--- src/rtl/dac_ctrl_pkg.sv ---
// Purpose: Shared constants for the DAC control block
// Assumes: 16 channels of 14-bit codes, APB word registers
// Notes: Offsets are byte addresses
package dac_ctrl_pkg;
  // ----------------------------------------
  // Sizes
  // ----------------------------------------
  localparam int NUM_CH = 16;
  localparam int DW = 14;
  localparam int CORR_CYCLES = 4;
  // ----------------------------------------
  // APB register offsets
  // ----------------------------------------
  localparam logic [7:0] ADDR_CMD = 8'h00;
  localparam logic [7:0] ADDR_CTRL = 8'h04;
  localparam logic [7:0] ADDR_STATUS = 8'h08;
  localparam logic [7:0] ADDR_MON = 8'h0c;
  // ----------------------------------------
  // Command word layout
  // ----------------------------------------
  localparam int CMD_SEL_POS = 22;
  localparam int CMD_ADDR_POS = 16;
  localparam int CMD_AB_POS = 15;
  localparam logic [1:0] SEL_SFR = 2'h0;
  localparam logic [1:0] SEL_GAIN = 2'h1;
  localparam logic [1:0] SEL_OFFSET = 2'h2;
  localparam logic [1:0] SEL_DATA = 2'h3;
  localparam logic [3:0] SFR_CTRL = 4'hc;
  localparam logic [3:0] SFR_SOFT_UP = 4'h9;
  localparam logic [3:0] SFR_MON = 4'ha;
  localparam int MON_EN_POS = 6;
  // ----------------------------------------
  // Control bit positions
  // ----------------------------------------
  localparam int CR_LEVEL_W = 12;
  localparam int CR_LEVEL_N = 10;
  localparam int CR_INTREF_W = 10;
  localparam int CR_INTREF_N = 8;
  localparam int CR_THERM_W = 8;
  localparam int CR_THERM_N = 6;
  localparam int CR_TOG_HI_W = 3;
  localparam int CR_TOG_LO_W = 2;
  localparam int CR_TOG_HI_N = 1;
  localparam int CR_TOG_LO_N = 0;
  // ----------------------------------------
  // Monitor codes and reset values
  // ----------------------------------------
  localparam logic [5:0] MON_IN_ONE = 6'h10;
  localparam logic [5:0] MON_IN_TWO = 6'h11;
  localparam logic [5:0] MON_HIZ = 6'h3f;
  localparam logic [13:0] CTRL_RESET = 14'h0000;
  localparam logic [13:0] GAIN_RESET = 14'h3fff;
  localparam logic [13:0] OFFSET_RESET = 14'h2000;
  localparam logic [13:0] CODE_RESET = 14'h0000;
endpackage

--- src/rtl/corr_if.sv ---
// Purpose: Carrier between the control logic and the correction engine
// Assumes: One request at a time
// Notes: start is a one-cycle pulse, done likewise
`timescale 1ns/10ps
interface corr_if;
  logic start;
  logic [13:0] x1;
  logic [13:0] gain;
  logic [13:0] offset;
  logic busy;
  logic done;
  logic [13:0] result;
  modport ctl(output start, x1, gain, offset, input busy, done, result);
  modport eng(input start, x1, gain, offset, output busy, done, result);
endinterface

--- src/rtl/dac_toggle_monitor_thermal_ctrl.sv ---
// Purpose: Control logic for a multichannel DAC: reference, monitor, toggle, thermal
// Assumes: APB master; load strobe and overtemp arrive as asynchronous pins
// Notes: Variant strap is caught on the first clock after reset release
//
// Summary of operation
// - After reset the external reference is selected until control chooses internal.
// - Wide variant: bit 12 picks level, bit 10 selects internal reference.
// - Narrow variant: bit 10 picks level, bit 8 selects internal reference.
// - Monitor code 63 leaves the monitor pin undriven.
// - Monitor can route either external monitor input or any channel.
// - Select bits zero and address 1100 make a control register write.
// - Toggle mode is enabled per group of eight channels by two bits.
// - B register writes take effect only while the group toggles.
// - In toggle mode first strobe loads A, then strobes alternate B and A.
// - First strobe after toggle disable loads the A registers.
// - Thermal monitor enable is bit 8 wide, bit 6 narrow.
// - Enabled overtemperature powers down all output amplifiers.
// - Shutdown holds until soft power-up when cool or monitor disable.
// - Each channel has its own offset and gain register.
// - Outside toggle mode a strobe updates a channel only if its corrected data was rewritten or toggle was just disabled.
// - A strobe during correction is held and applied when it finishes.
//
// The register offsets and the APB register port were chosen for this implementation.
`timescale 1ns/10ps
module dac_toggle_monitor_thermal_ctrl (
  // Clock and reset
  input wire logic i_clk,
  input wire logic i_resetn,
  // APB slave
  input wire logic i_psel,
  input wire logic i_penable,
  input wire logic i_pwrite,
  input wire logic [7:0] i_paddr,
  input wire logic [31:0] i_pwdata,
  output logic o_pready,
  output logic o_pslverr,
  output logic [31:0] o_prdata,
  // Pins
  input wire logic i_variant_narrow,
  input wire logic i_load_dac_strobe_n,
  input wire logic i_overtemp,
  // Analog control
  output logic o_ref_internal,
  output logic o_ref_level_high,
  output logic o_amp_powerdown,
  output logic o_mon_drive,
  output logic [5:0] o_mon_code,
  output logic [1:0] o_mon_ext_sel,
  output logic o_busy,
  output logic [dac_ctrl_pkg::NUM_CH*dac_ctrl_pkg::DW-1:0] o_dac_codes
);
  import dac_ctrl_pkg::*;

  // ----------------------------------------
  // Helpers
  // ----------------------------------------
  function automatic logic pick_bit(input logic [13:0] cr, input logic narrow, input int wpos, input int npos);
    pick_bit = narrow ? cr[npos] : cr[wpos];
  endfunction

  function automatic logic [5:0] mon_fwd(input logic en, input logic [5:0] code);
    mon_fwd = en ? code : MON_HIZ;
  endfunction

  // ----------------------------------------
  // Storage
  // ----------------------------------------
  logic narrow_r;
  logic strap_done_r;
  logic [13:0] ctrl_r;
  logic [6:0] mon_r;
  logic [13:0] gain_r [NUM_CH];
  logic [13:0] offset_r [NUM_CH];
  logic [13:0] x2a_r [NUM_CH];
  logic [13:0] x2b_r [NUM_CH];
  logic [13:0] dac_r [NUM_CH];
  logic [NUM_CH-1:0] dirty_r;
  logic [1:0] tog_prev_r;
  logic [1:0] tsel_r;
  logic [1:0] force_a_r;
  logic pend_r;
  logic ot_flag_r;
  logic [3:0] wr_ch_r;
  logic wr_b_r;
  logic [31:0] prdata_r;
  logic [2:0] ld_sync_r;
  logic [2:0] ot_sync_r;
  logic ld_lvl_r;
  logic ot_lvl_r;
  logic [5:0] mon_code_r;
  logic mon_drive_r;
  logic [1:0] mon_ext_r;

  corr_if cif ();

  corr_engine u_corr (
    .i_clk(i_clk),
    .i_resetn(i_resetn),
    .c(cif.eng)
  );

  // ----------------------------------------
  // Variant strap
  // ----------------------------------------
  always_ff @(posedge i_clk or negedge i_resetn) begin
    if (!i_resetn) begin
      narrow_r <= 1'b0;
      strap_done_r <= 1'b0;
    end else if (!strap_done_r) begin
      narrow_r <= i_variant_narrow;
      strap_done_r <= 1'b1;
    end
  end

  // ----------------------------------------
  // Pin synchronisers
  // ----------------------------------------
  // A level counts only once the second and third stages agree
  always_ff @(posedge i_clk or negedge i_resetn) begin
    if (!i_resetn) begin
      ld_sync_r <= 3'h7;
      ot_sync_r <= 3'h0;
      ld_lvl_r <= 1'b1;
      ot_lvl_r <= 1'b0;
    end else begin
      ld_sync_r <= {ld_sync_r[1:0], i_load_dac_strobe_n};
      ot_sync_r <= {ot_sync_r[1:0], i_overtemp};
      if (ld_sync_r[1] == ld_sync_r[2]) begin
        ld_lvl_r <= ld_sync_r[2];
      end
      if (ot_sync_r[1] == ot_sync_r[2]) begin
        ot_lvl_r <= ot_sync_r[2];
      end
    end
  end

  logic ld_fall;
  assign ld_fall = ld_lvl_r && (ld_sync_r[1] == ld_sync_r[2]) && !ld_sync_r[2];

  // ----------------------------------------
  // APB decode
  // ----------------------------------------
  logic mapped;
  logic cmd_stall;
  logic wr_en;
  logic cmd_wr;
  logic [1:0] cmd_sel;
  logic [5:0] cmd_addr;
  logic [3:0] cmd_ch;
  logic sfr_wr;
  logic ctrl_wr;
  logic soft_up;
  logic mon_wr;
  logic busy;

  assign busy = cif.busy;
  assign mapped = (i_paddr == ADDR_CMD) || (i_paddr == ADDR_CTRL) || (i_paddr == ADDR_STATUS)
                  || (i_paddr == ADDR_MON);
  // Data writes wait while a correction is running, so none is lost
  assign cmd_stall = i_pwrite && (i_paddr == ADDR_CMD) && busy;
  assign o_pready = !cmd_stall;
  assign o_pslverr = i_psel && i_penable && !mapped;
  assign wr_en = i_psel && i_penable && o_pready && i_pwrite && mapped;
  assign cmd_wr = wr_en && (i_paddr == ADDR_CMD);
  assign cmd_sel = i_pwdata[CMD_SEL_POS +: 2];
  assign cmd_addr = i_pwdata[CMD_ADDR_POS +: 6];
  assign cmd_ch = cmd_addr[3:0];
  assign sfr_wr = cmd_wr && (cmd_sel == SEL_SFR);
  assign ctrl_wr = (sfr_wr && (cmd_addr[3:0] == SFR_CTRL)) || (wr_en && i_paddr == ADDR_CTRL);
  assign soft_up = sfr_wr && (cmd_addr[3:0] == SFR_SOFT_UP);
  assign mon_wr = (sfr_wr && (cmd_addr[3:0] == SFR_MON)) || (wr_en && i_paddr == ADDR_MON);

  // ----------------------------------------
  // Control register and decoded modes
  // ----------------------------------------
  logic [1:0] tog_en;
  logic therm_en;

  always_ff @(posedge i_clk or negedge i_resetn) begin
    if (!i_resetn) begin
      ctrl_r <= CTRL_RESET;
    end else if (ctrl_wr) begin
      ctrl_r <= i_pwdata[13:0];
    end
  end

  assign tog_en[1] = pick_bit(ctrl_r, narrow_r, CR_TOG_HI_W, CR_TOG_HI_N);
  assign tog_en[0] = pick_bit(ctrl_r, narrow_r, CR_TOG_LO_W, CR_TOG_LO_N);
  assign therm_en = pick_bit(ctrl_r, narrow_r, CR_THERM_W, CR_THERM_N);

  always_ff @(posedge i_clk or negedge i_resetn) begin
    if (!i_resetn) begin
      o_ref_internal <= 1'b0;
      o_ref_level_high <= 1'b0;
    end else begin
      o_ref_internal <= pick_bit(ctrl_r, narrow_r, CR_INTREF_W, CR_INTREF_N);
      o_ref_level_high <= pick_bit(ctrl_r, narrow_r, CR_LEVEL_W, CR_LEVEL_N);
    end
  end

  // ----------------------------------------
  // Monitor multiplexer
  // ----------------------------------------
  always_ff @(posedge i_clk or negedge i_resetn) begin
    if (!i_resetn) begin
      mon_r <= {1'b0, MON_HIZ};
    end else if (mon_wr) begin
      mon_r <= i_pwdata[MON_EN_POS:0];
    end
  end

  // Codes that name no source leave the pin undriven as well
  always_ff @(posedge i_clk or negedge i_resetn) begin
    if (!i_resetn) begin
      mon_code_r <= MON_HIZ;
      mon_drive_r <= 1'b0;
      mon_ext_r <= 2'b00;
    end else begin
      mon_code_r <= mon_fwd(mon_r[MON_EN_POS], mon_r[5:0]);
      mon_drive_r <= mon_r[MON_EN_POS] && (mon_r[5:0] != MON_HIZ) && (mon_r[5:0] <= MON_IN_TWO);
      mon_ext_r <= {mon_r[MON_EN_POS] && (mon_r[5:0] == MON_IN_TWO),
                    mon_r[MON_EN_POS] && (mon_r[5:0] == MON_IN_ONE)};
    end
  end

  assign o_mon_code = mon_code_r;
  assign o_mon_drive = mon_drive_r;
  assign o_mon_ext_sel = mon_ext_r;

  // ----------------------------------------
  // Gain and offset per channel
  // ----------------------------------------
  logic cal_ok;
  assign cal_ok = cmd_wr && (cmd_addr[5:4] == 2'b00);

  always_ff @(posedge i_clk or negedge i_resetn) begin
    if (!i_resetn) begin
      for (int i = 0; i < NUM_CH; i++) begin
        gain_r[i] <= GAIN_RESET;
        offset_r[i] <= OFFSET_RESET;
      end
    end else if (cal_ok) begin
      if (cmd_sel == SEL_GAIN) begin
        gain_r[cmd_ch] <= i_pwdata[13:0];
      end else if (cmd_sel == SEL_OFFSET) begin
        offset_r[cmd_ch] <= i_pwdata[13:0];
      end
    end
  end

  // ----------------------------------------
  // Data writes through the correction engine
  // ----------------------------------------
  logic data_wr;
  // A B write to a group that is not toggling is dropped
  assign data_wr = cal_ok && (cmd_sel == SEL_DATA) && (!i_pwdata[CMD_AB_POS] || tog_en[cmd_ch[3]]);
  assign cif.start = data_wr;
  assign cif.x1 = i_pwdata[13:0];
  assign cif.gain = gain_r[cmd_ch];
  assign cif.offset = offset_r[cmd_ch];

  always_ff @(posedge i_clk or negedge i_resetn) begin
    if (!i_resetn) begin
      wr_ch_r <= 4'h0;
      wr_b_r <= 1'b0;
    end else if (data_wr) begin
      wr_ch_r <= cmd_ch;
      wr_b_r <= i_pwdata[CMD_AB_POS];
    end
  end

  always_ff @(posedge i_clk or negedge i_resetn) begin
    if (!i_resetn) begin
      for (int i = 0; i < NUM_CH; i++) begin
        x2a_r[i] <= CODE_RESET;
        x2b_r[i] <= CODE_RESET;
      end
    end else if (cif.done) begin
      if (wr_b_r) begin
        x2b_r[wr_ch_r] <= cif.result;
      end else begin
        x2a_r[wr_ch_r] <= cif.result;
      end
    end
  end

  // ----------------------------------------
  // Load strobe and toggle
  // ----------------------------------------
  logic apply;
  logic [1:0] tog_chg;
  assign apply = pend_r && !busy;
  assign tog_chg = tog_en ^ tog_prev_r;

  // A strobe held low through a correction fires again when it ends
  always_ff @(posedge i_clk or negedge i_resetn) begin
    if (!i_resetn) begin
      pend_r <= 1'b0;
    end else begin
      pend_r <= ld_fall || (!ld_lvl_r && cif.done) || (pend_r && !apply);
    end
  end

  always_ff @(posedge i_clk or negedge i_resetn) begin
    if (!i_resetn) begin
      dirty_r <= '0;
    end else begin
      for (int i = 0; i < NUM_CH; i++) begin
        if (cif.done && !wr_b_r && wr_ch_r == 4'(i)) begin
          dirty_r[i] <= 1'b1;
        end else if (apply) begin
          dirty_r[i] <= 1'b0;
        end
      end
    end
  end

  always_ff @(posedge i_clk or negedge i_resetn) begin
    if (!i_resetn) begin
      tog_prev_r <= 2'b00;
      tsel_r <= 2'b00;
      force_a_r <= 2'b00;
    end else begin
      tog_prev_r <= tog_en;
      for (int g = 0; g < 2; g++) begin
        if (tog_chg[g]) begin
          tsel_r[g] <= 1'b0;
        end else if (apply && tog_en[g]) begin
          tsel_r[g] <= !tsel_r[g];
        end
        if (tog_chg[g] && !tog_en[g]) begin
          force_a_r[g] <= 1'b1;
        end else if (apply) begin
          force_a_r[g] <= 1'b0;
        end
      end
    end
  end

  always_ff @(posedge i_clk or negedge i_resetn) begin
    if (!i_resetn) begin
      for (int i = 0; i < NUM_CH; i++) begin
        dac_r[i] <= CODE_RESET;
      end
    end else if (apply) begin
      for (int i = 0; i < NUM_CH; i++) begin
        if (tog_en[i / 8]) begin
          dac_r[i] <= tsel_r[i / 8] ? x2b_r[i] : x2a_r[i];
        end else if (force_a_r[i / 8] || dirty_r[i]) begin
          dac_r[i] <= x2a_r[i];
        end
      end
    end
  end

  always_comb begin
    for (int i = 0; i < NUM_CH; i++) begin
      o_dac_codes[i*DW +: DW] = dac_r[i];
    end
  end

  // ----------------------------------------
  // Thermal shutdown
  // ----------------------------------------
  // A soft power-up while still hot is overridden by the trip
  always_ff @(posedge i_clk or negedge i_resetn) begin
    if (!i_resetn) begin
      ot_flag_r <= 1'b0;
    end else begin
      ot_flag_r <= (therm_en && ot_lvl_r) || (ot_flag_r && therm_en && !soft_up);
    end
  end

  assign o_amp_powerdown = ot_flag_r;
  assign o_busy = busy;

  // ----------------------------------------
  // Read data, captured in the setup phase
  // ----------------------------------------
  always_ff @(posedge i_clk or negedge i_resetn) begin
    if (!i_resetn) begin
      prdata_r <= 32'h0;
    end else if (i_psel && !i_penable) begin
      unique case (i_paddr)
        ADDR_CTRL: prdata_r <= {18'h0, ctrl_r};
        ADDR_STATUS: prdata_r <= {24'h0, force_a_r, tsel_r, narrow_r, ot_flag_r, pend_r, busy};
        ADDR_MON: prdata_r <= {25'h0, mon_r};
        default: prdata_r <= 32'h0;
      endcase
    end
  end

  assign o_prdata = prdata_r;
endmodule

--- src/rtl/corr_engine.sv ---
// Purpose: Applies per-channel gain and offset to a data word
// Assumes: Requests arrive only while busy is low
// Notes: Result saturates to the code range
`timescale 1ns/10ps
module corr_engine (
  // Clock and reset
  input wire logic i_clk,
  input wire logic i_resetn,
  // Request and answer
  corr_if.eng c
);
  import dac_ctrl_pkg::*;
  typedef enum logic [0:0] {ST_IDLE, ST_CALC} eng_state_type;
  eng_state_type state_r;
  logic [2:0] cnt_r;
  logic [28:0] prod_r;
  logic [13:0] off_r;
  logic [15:0] sum;
  // ----------------------------------------
  // Sequencing
  // ----------------------------------------
  always_ff @(posedge i_clk or negedge i_resetn) begin
    if (!i_resetn) begin
      state_r <= ST_IDLE;
      cnt_r <= 3'h0;
      prod_r <= 29'h0;
      off_r <= 14'h0;
    end else begin
      unique case (state_r)
        ST_IDLE: begin
          if (c.start) begin
            state_r <= ST_CALC;
            cnt_r <= 3'(CORR_CYCLES - 1);
            prod_r <= 29'(c.x1) * (29'(c.gain) + 29'h1);
            off_r <= c.offset;
          end
        end
        ST_CALC: begin
          cnt_r <= cnt_r - 3'h1;
          if (cnt_r == 3'h0) begin
            state_r <= ST_IDLE;
          end
        end
      endcase
    end
  end
  // Gain scales by (g+1)/2^14, offset is centred on mid-scale
  assign sum = 16'(prod_r[28:14]) + {2'b00, off_r} - {2'b00, OFFSET_RESET};
  always_ff @(posedge i_clk or negedge i_resetn) begin
    if (!i_resetn) begin
      c.result <= CODE_RESET;
    end else if (state_r == ST_CALC && cnt_r == 3'h0) begin
      c.result <= sum[15] ? 14'h0 : sum[14] ? 14'h3fff : sum[13:0];
    end
  end
  assign c.busy = (state_r == ST_CALC) || c.done;
  always_ff @(posedge i_clk or negedge i_resetn) begin
    if (!i_resetn) begin
      c.done <= 1'b0;
    end else begin
      c.done <= (state_r == ST_CALC) && (cnt_r == 3'h0);
    end
  end
endmodule

--- config.mk ---
export PLATFORM = sky130hd
export DESIGN_NAME = dac_toggle_monitor_thermal_ctrl
export DESIGN_NICKNAME = d
export VERILOG_FILES = /design/src/rtl/dac_ctrl_pkg.sv /design/src/rtl/corr_if.sv /design/src/rtl/dac_toggle_monitor_thermal_ctrl.sv /design/src/rtl/corr_engine.sv
export SDC_FILE = /design/constraint.sdc
export NUM_CORES = 2
export LEC_CHECK = 0
export CORE_MARGIN = 3
export CORE_UTILIZATION = 60
export CTS_BUF_LIST = sky130_fd_sc_hd__clkbuf_2 sky130_fd_sc_hd__clkbuf_4 sky130_fd_sc_hd__clkbuf_8
export DETAILED_ROUTE_END_ITERATION = 6
export DONT_BUFFER_PORTS = 1
export PLACE_DENSITY = 0.86
export SYNTH_ARGS = -nofsm -noshare
export SYNTH_HDL_FRONTEND = slang
export SYNTH_SLANG_ARGS = --single-unit
--- constraint.sdc ---
create_clock -name i_clk -period 10.5 [get_ports i_clk]
set_input_delay 1.575 -clock i_clk [delete_from_list [all_inputs] [get_ports i_clk]]
set_output_delay 1.575 -clock i_clk [all_outputs]
set_load 0.02 [all_outputs]
# After elaboration in Yosys (flattened, before gate mapping)
# Cells that the tools add are included.
# totals
regBits,1285
wordCells,429
# op_classes
addsub,4
n_mul,1
order_cmp,6
n_eq_ne,30
mux,101
n_bitwise,6
reduce_logical,156
# ops
op,count
$bwmux W224,4
$mux W14,56
$bmux W14 S4,2
$demux W14 S4,2
$reduce_bool A2 Y1,36
$logic_and A1 B1 Y1,54
$eq A4 B4 Y1 const B,11
$pmux W14 S3,1
$reduce_and A2 Y1,20
$mux W1,32
$mul A14 B29 Y29,1
$logic_or A1 B1 Y1,26
$add A15 B14 Y16,1
$eq A4 B3 Y1 const B,4
$eq A8 B4 Y1 const B,2
$sub A16 B14 Y16 const B,1
$add A14 B1 Y15 const B,1
$logic_not A1 Y1,14
$eq A6 B5 Y1 const B,2
$ge A5 B5 Y1 const B,2
$lt A5 B1 Y1 const B,2
$not A4 Y5,2
$eq A4 B2 Y1 const B,2
$eq A8 B3 Y1 const B,1
other kinds (20),25

# Longest topological paths before layout
# depth
ltp_word,13
mapped_depth,34
ltp_nobuf,30

# Cells and area by module
# From an unflattened synthesis, not the netlist that was laid out.
# hier_totals
hier_cells,4598
area_unflattened_um2,60541.8
# by_module_without_submodules
module,instances,cells_each,area_each_um2,seq_area_each_um2
dac_toggle_monitor_thermal_ctrl,1,3541,51131.5,30474.2
corr_engine,1,1057,9410.3,1201.2

# Worst setup path after synthesis
# Ideal clock, no wire load.
# synth_timing
path_type,input -> register
start,input i_pwdata[16]
end,register u_corr.prod_r[20]
setup_ns,0.069
arrival_ns,9.048
t_required_ns,10.431
path_slack_ns,1.383
cell_stages,30
n_path_buf,5
cell_sequence,buf_6 > buf_8 > buf_12 > buf_8 > mux4_2 > mux4_2 > ha_1 > nand2_1 > xnor2_1 > clkbuf_1 > nand2_1 > fa_1 > fa_1 > fa_1 > inv_1 > fa_1 > fa_1 > inv_1 > fa_1 > inv_1 > ha_1 > nand4_1 > nor4_1 > o41a_1 > o21a_1 > a21oi_2 > o21ai_2 > a21oi_1 > or4b_1 > nand3_1
# synth_between
elab_chain_len,6
# synth_lines
item,line_no,source
"start, declared",dac_toggle_monitor_thermal_ctrl.sv:34,"input wire logic [31:0] i_pwdata,"
$not A4 Y5 (implied by the code),dac_toggle_monitor_thermal_ctrl.sv:259,assign cif.gain = gain_r[cmd_ch];
$bmux W14 S4,dac_toggle_monitor_thermal_ctrl.sv:259,
$mux W14 (implied by the code) (2 in a row),dac_toggle_monitor_thermal_ctrl.sv:259,
$add A14 B1 Y15,corr_engine.sv:34,prod_r <= 29'(c.x1) * (29'(c.gain) + 29'h1);
$mul A14 B29 Y29,corr_engine.sv:34,
"end signal, assigned",corr_engine.sv:34,
"end, declared",corr_engine.sv:16,logic [28:0] prod_r;
# Every way passes these cells. The select of a mux whose other input is x is not followed.
# A chain may end at the register's enable or synchronous reset.

# Final worst setup path
# layout_timing
start,input i_pwdata[16]
end,register u_corr.prod_r[28]
# The elaborated chain is that of the path after synthesis.

==> run metrics <==
routed vias 36000; final hold violations 0; Num CTS Buffers 195; Initial DRT Pass Iterations 5; nets@finish 4806; synthesized area 0.0606 mm2; met1 usage 33.0%; antenna-violating nets left 0; clk_lat worst skew 0.90 ns; Netlist cell types 77; IO Count 319; area occupied by registers 0.0317 mm2; busiest layer in global routing met2; die height 324 um; most frequent cells in the layout 997 x dfrtp_1, 888 x mux2_2, 414 x nand2_1; fin crit period 8.64 ns; # clock sinks 1253; H-tree depth 4; CP max FO 117; multi-input logic area 0.0269 mm2; Cell Rows 115; hold_ws 0.359 ns; Seq cells post-synth 1253; Mapped Cells 4532; post-CTS setup buffer count 0; Total GRT Usage 26.4%; routability cong. 0.821; Worst Tran Pin Value 1.22 ns; number of global-route vias before repair 37900; Worst IR Drop VDD 0.144 mV; Achievable Freq 116 MHz; largest net degree at the start of global routing 1254; # hold bufs at CTS 0; RSZ-0062 raised after global routing false; hpwl dp 85300 um; DIE AREA 0.105 mm2; CP Launch Type input pin; met3 Usage GRT 6.62%; core area 0.0993 mm2; clock slew at the register clock pins of the worst setup and hold paths 0.06 ns; Slew Limit Fails 0; Leakage 33.2 nW; drc violations 0; final clock skew 0.0529 ns; Starting DRT DRC Count 2911; WL/cell 23.3 um; Worst slew margin 18.3%; PwrDens 143 mW/mm2; first-pass GRT wire length 214000 um; CP Class input pin to flip-flop; number of synthesized flops with an enable pin 0; CTS Buffer Depth 3; setup TNS 0 ns; final setup margin 1.86 ns; fraction of layout cells with a size suffix above 1 37.9%; YS warnings 0; async set-reset flop share out of synthesis 100%; Fillers 6644; dpl ws 1.16 ns; Port Buf Inserts 0; final wirelength 138000 um; sequential fraction of the synthesis area 52.3%; Hold Path Cell Cnt 0; post-CTS resize count 0; initial antenna violation count 6; final period utilization 82.2%; commonest non-fill, non-tap cell in the layout dfrtp_1; vias per cell 6.07; TritonCTS clock tree built; GRT overflow 0; CP Capture Type flip-flop; Die X 324 um; area grow syn2layout 8.64%; min-delay worst type flip-flop to flip-flop; Final Setup Violations 0; Root Driver clkbuf_8; ys flop type dfrtp_1; Mapped Avg Cell Area 13.4 um2; initial core utilization 61.0%; met2 usage 44.7%; cells on worst reg2reg path 26; CP Data Arrival Time 9.36 ns; status finished clean; maxcap violations 0; Worst EP required 11.23 ns
logic make-up after synthesis:
logic type	share of synthesized area [%]
xor+xnor	0.576
flops	52.3
buf+inv	3.74
fa+ha+maj	7.65
mux	26.6
other cells	0.0124
simple gates	5.61
compound gates	3.54
metal layers:
layer  part of all wire (%)  routed length (um)
met5                  0.025                  34
met4                    3.2                4400
met3                    7.1                9800
met2                     50               69100
met1                     40               54800
final timing paths:
check / from / to / slack (ns)
min reg2reg: ld_sync_r[0] / ld_sync_r[1] / 0.36
min: ld_sync_r[0] / ld_sync_r[1] / 0.36
max: i_pwdata[16] / u_corr.prod_r[28] / 1.86
max reg2reg: gain_r[202] / u_corr.prod_r[28] / 2.40
min in group asynchronous: i_resetn / x2a_r[145] / 0.38
max in group asynchronous: i_resetn / gain_r[3] / 7.59
through the flow:
stage	cells	util (%)	total power [mW]	cell area, um2
after floorplan	4549	-	5.06	60700
after global placement	5565	61.8	5.02	61400
final	5924	66.3	9.40	65800
after global routing	5924	66.3	9.71	65800
after detailed placement	5565	61.8	5.02	61400
after CTS	5916	66.1	9.38	65700
registers in the layout, indices dropped and copies added, names as in the netlist, 6 cells and up:
name             cells
gain_r             224
o_dac_codes        224
offset_r           224
x2a_r              224
x2b_r              224
dirty_r             16
u_corr.prod_r       15
ctrl_r              14
o_prdata            14
u_corr.c.result     14
u_corr.off_r        14
mon_r                7
o_mon_code           6
worst max-delay path, stage by stage:
cell	delay, ns
mux4_2	0.54
mux4_2	0.59
and3_1	0.24
and2_1	0.18
nand3_1	0.12
nor4_1	0.08
xor2_1	0.68
nand2_1	0.19
fa_1	0.54
inv_1	0.06
fa_1	0.50
fa_1	0.53
fa_1	0.50
inv_1	0.05
fa_1	0.49
inv_1	0.05
ha_1	0.28
ha_1	0.38
and3_1	0.22
a221o_1	0.34
a21oi_1	0.19
a21boi_0	0.14
a311o_1	0.39
a31oi_1	0.18
xnor2_1	0.14
o21ai_1	0.08
layout make-up:
class                      instances  area share, %
inverter                         200           1.14
sequential                      1253           48.1
clock buffer                     318           5.89
antenna                            2        0.00760
multi-input combinational       2763           40.8
tap                             1287           2.45
clock inverter                    33          0.591
timing repair buffer              68          0.958
cells in the mapped netlist (57+ instances only):
cell	instances	area share, %
nor2_1	57	0.35
and2_1	81	0.84
dfstp_2	256	11
inv_1	200	1.2
o21ai_0	264	2.2
mux2_2	888	17
ha_1	124	2.6
fa_1	153	5.1
mux4_2	139	5.2
dfrtp_1	997	41
clkbuf_1	216	1.3
mux2_1	57	1.1
nand2_1	416	2.6
mux2i_1	229	3.8
power by group:
part | total [mW] | switching, mW | internal (mW)
registers | 4.85 | 0.00730 | 4.84
logic | 0.180 | 0.133 | 0.0470
clock network | 4.37 | 1.94 | 2.43
total | 9.40 | 2.08 | 7.32
Power figures use the tool's default switching activity.
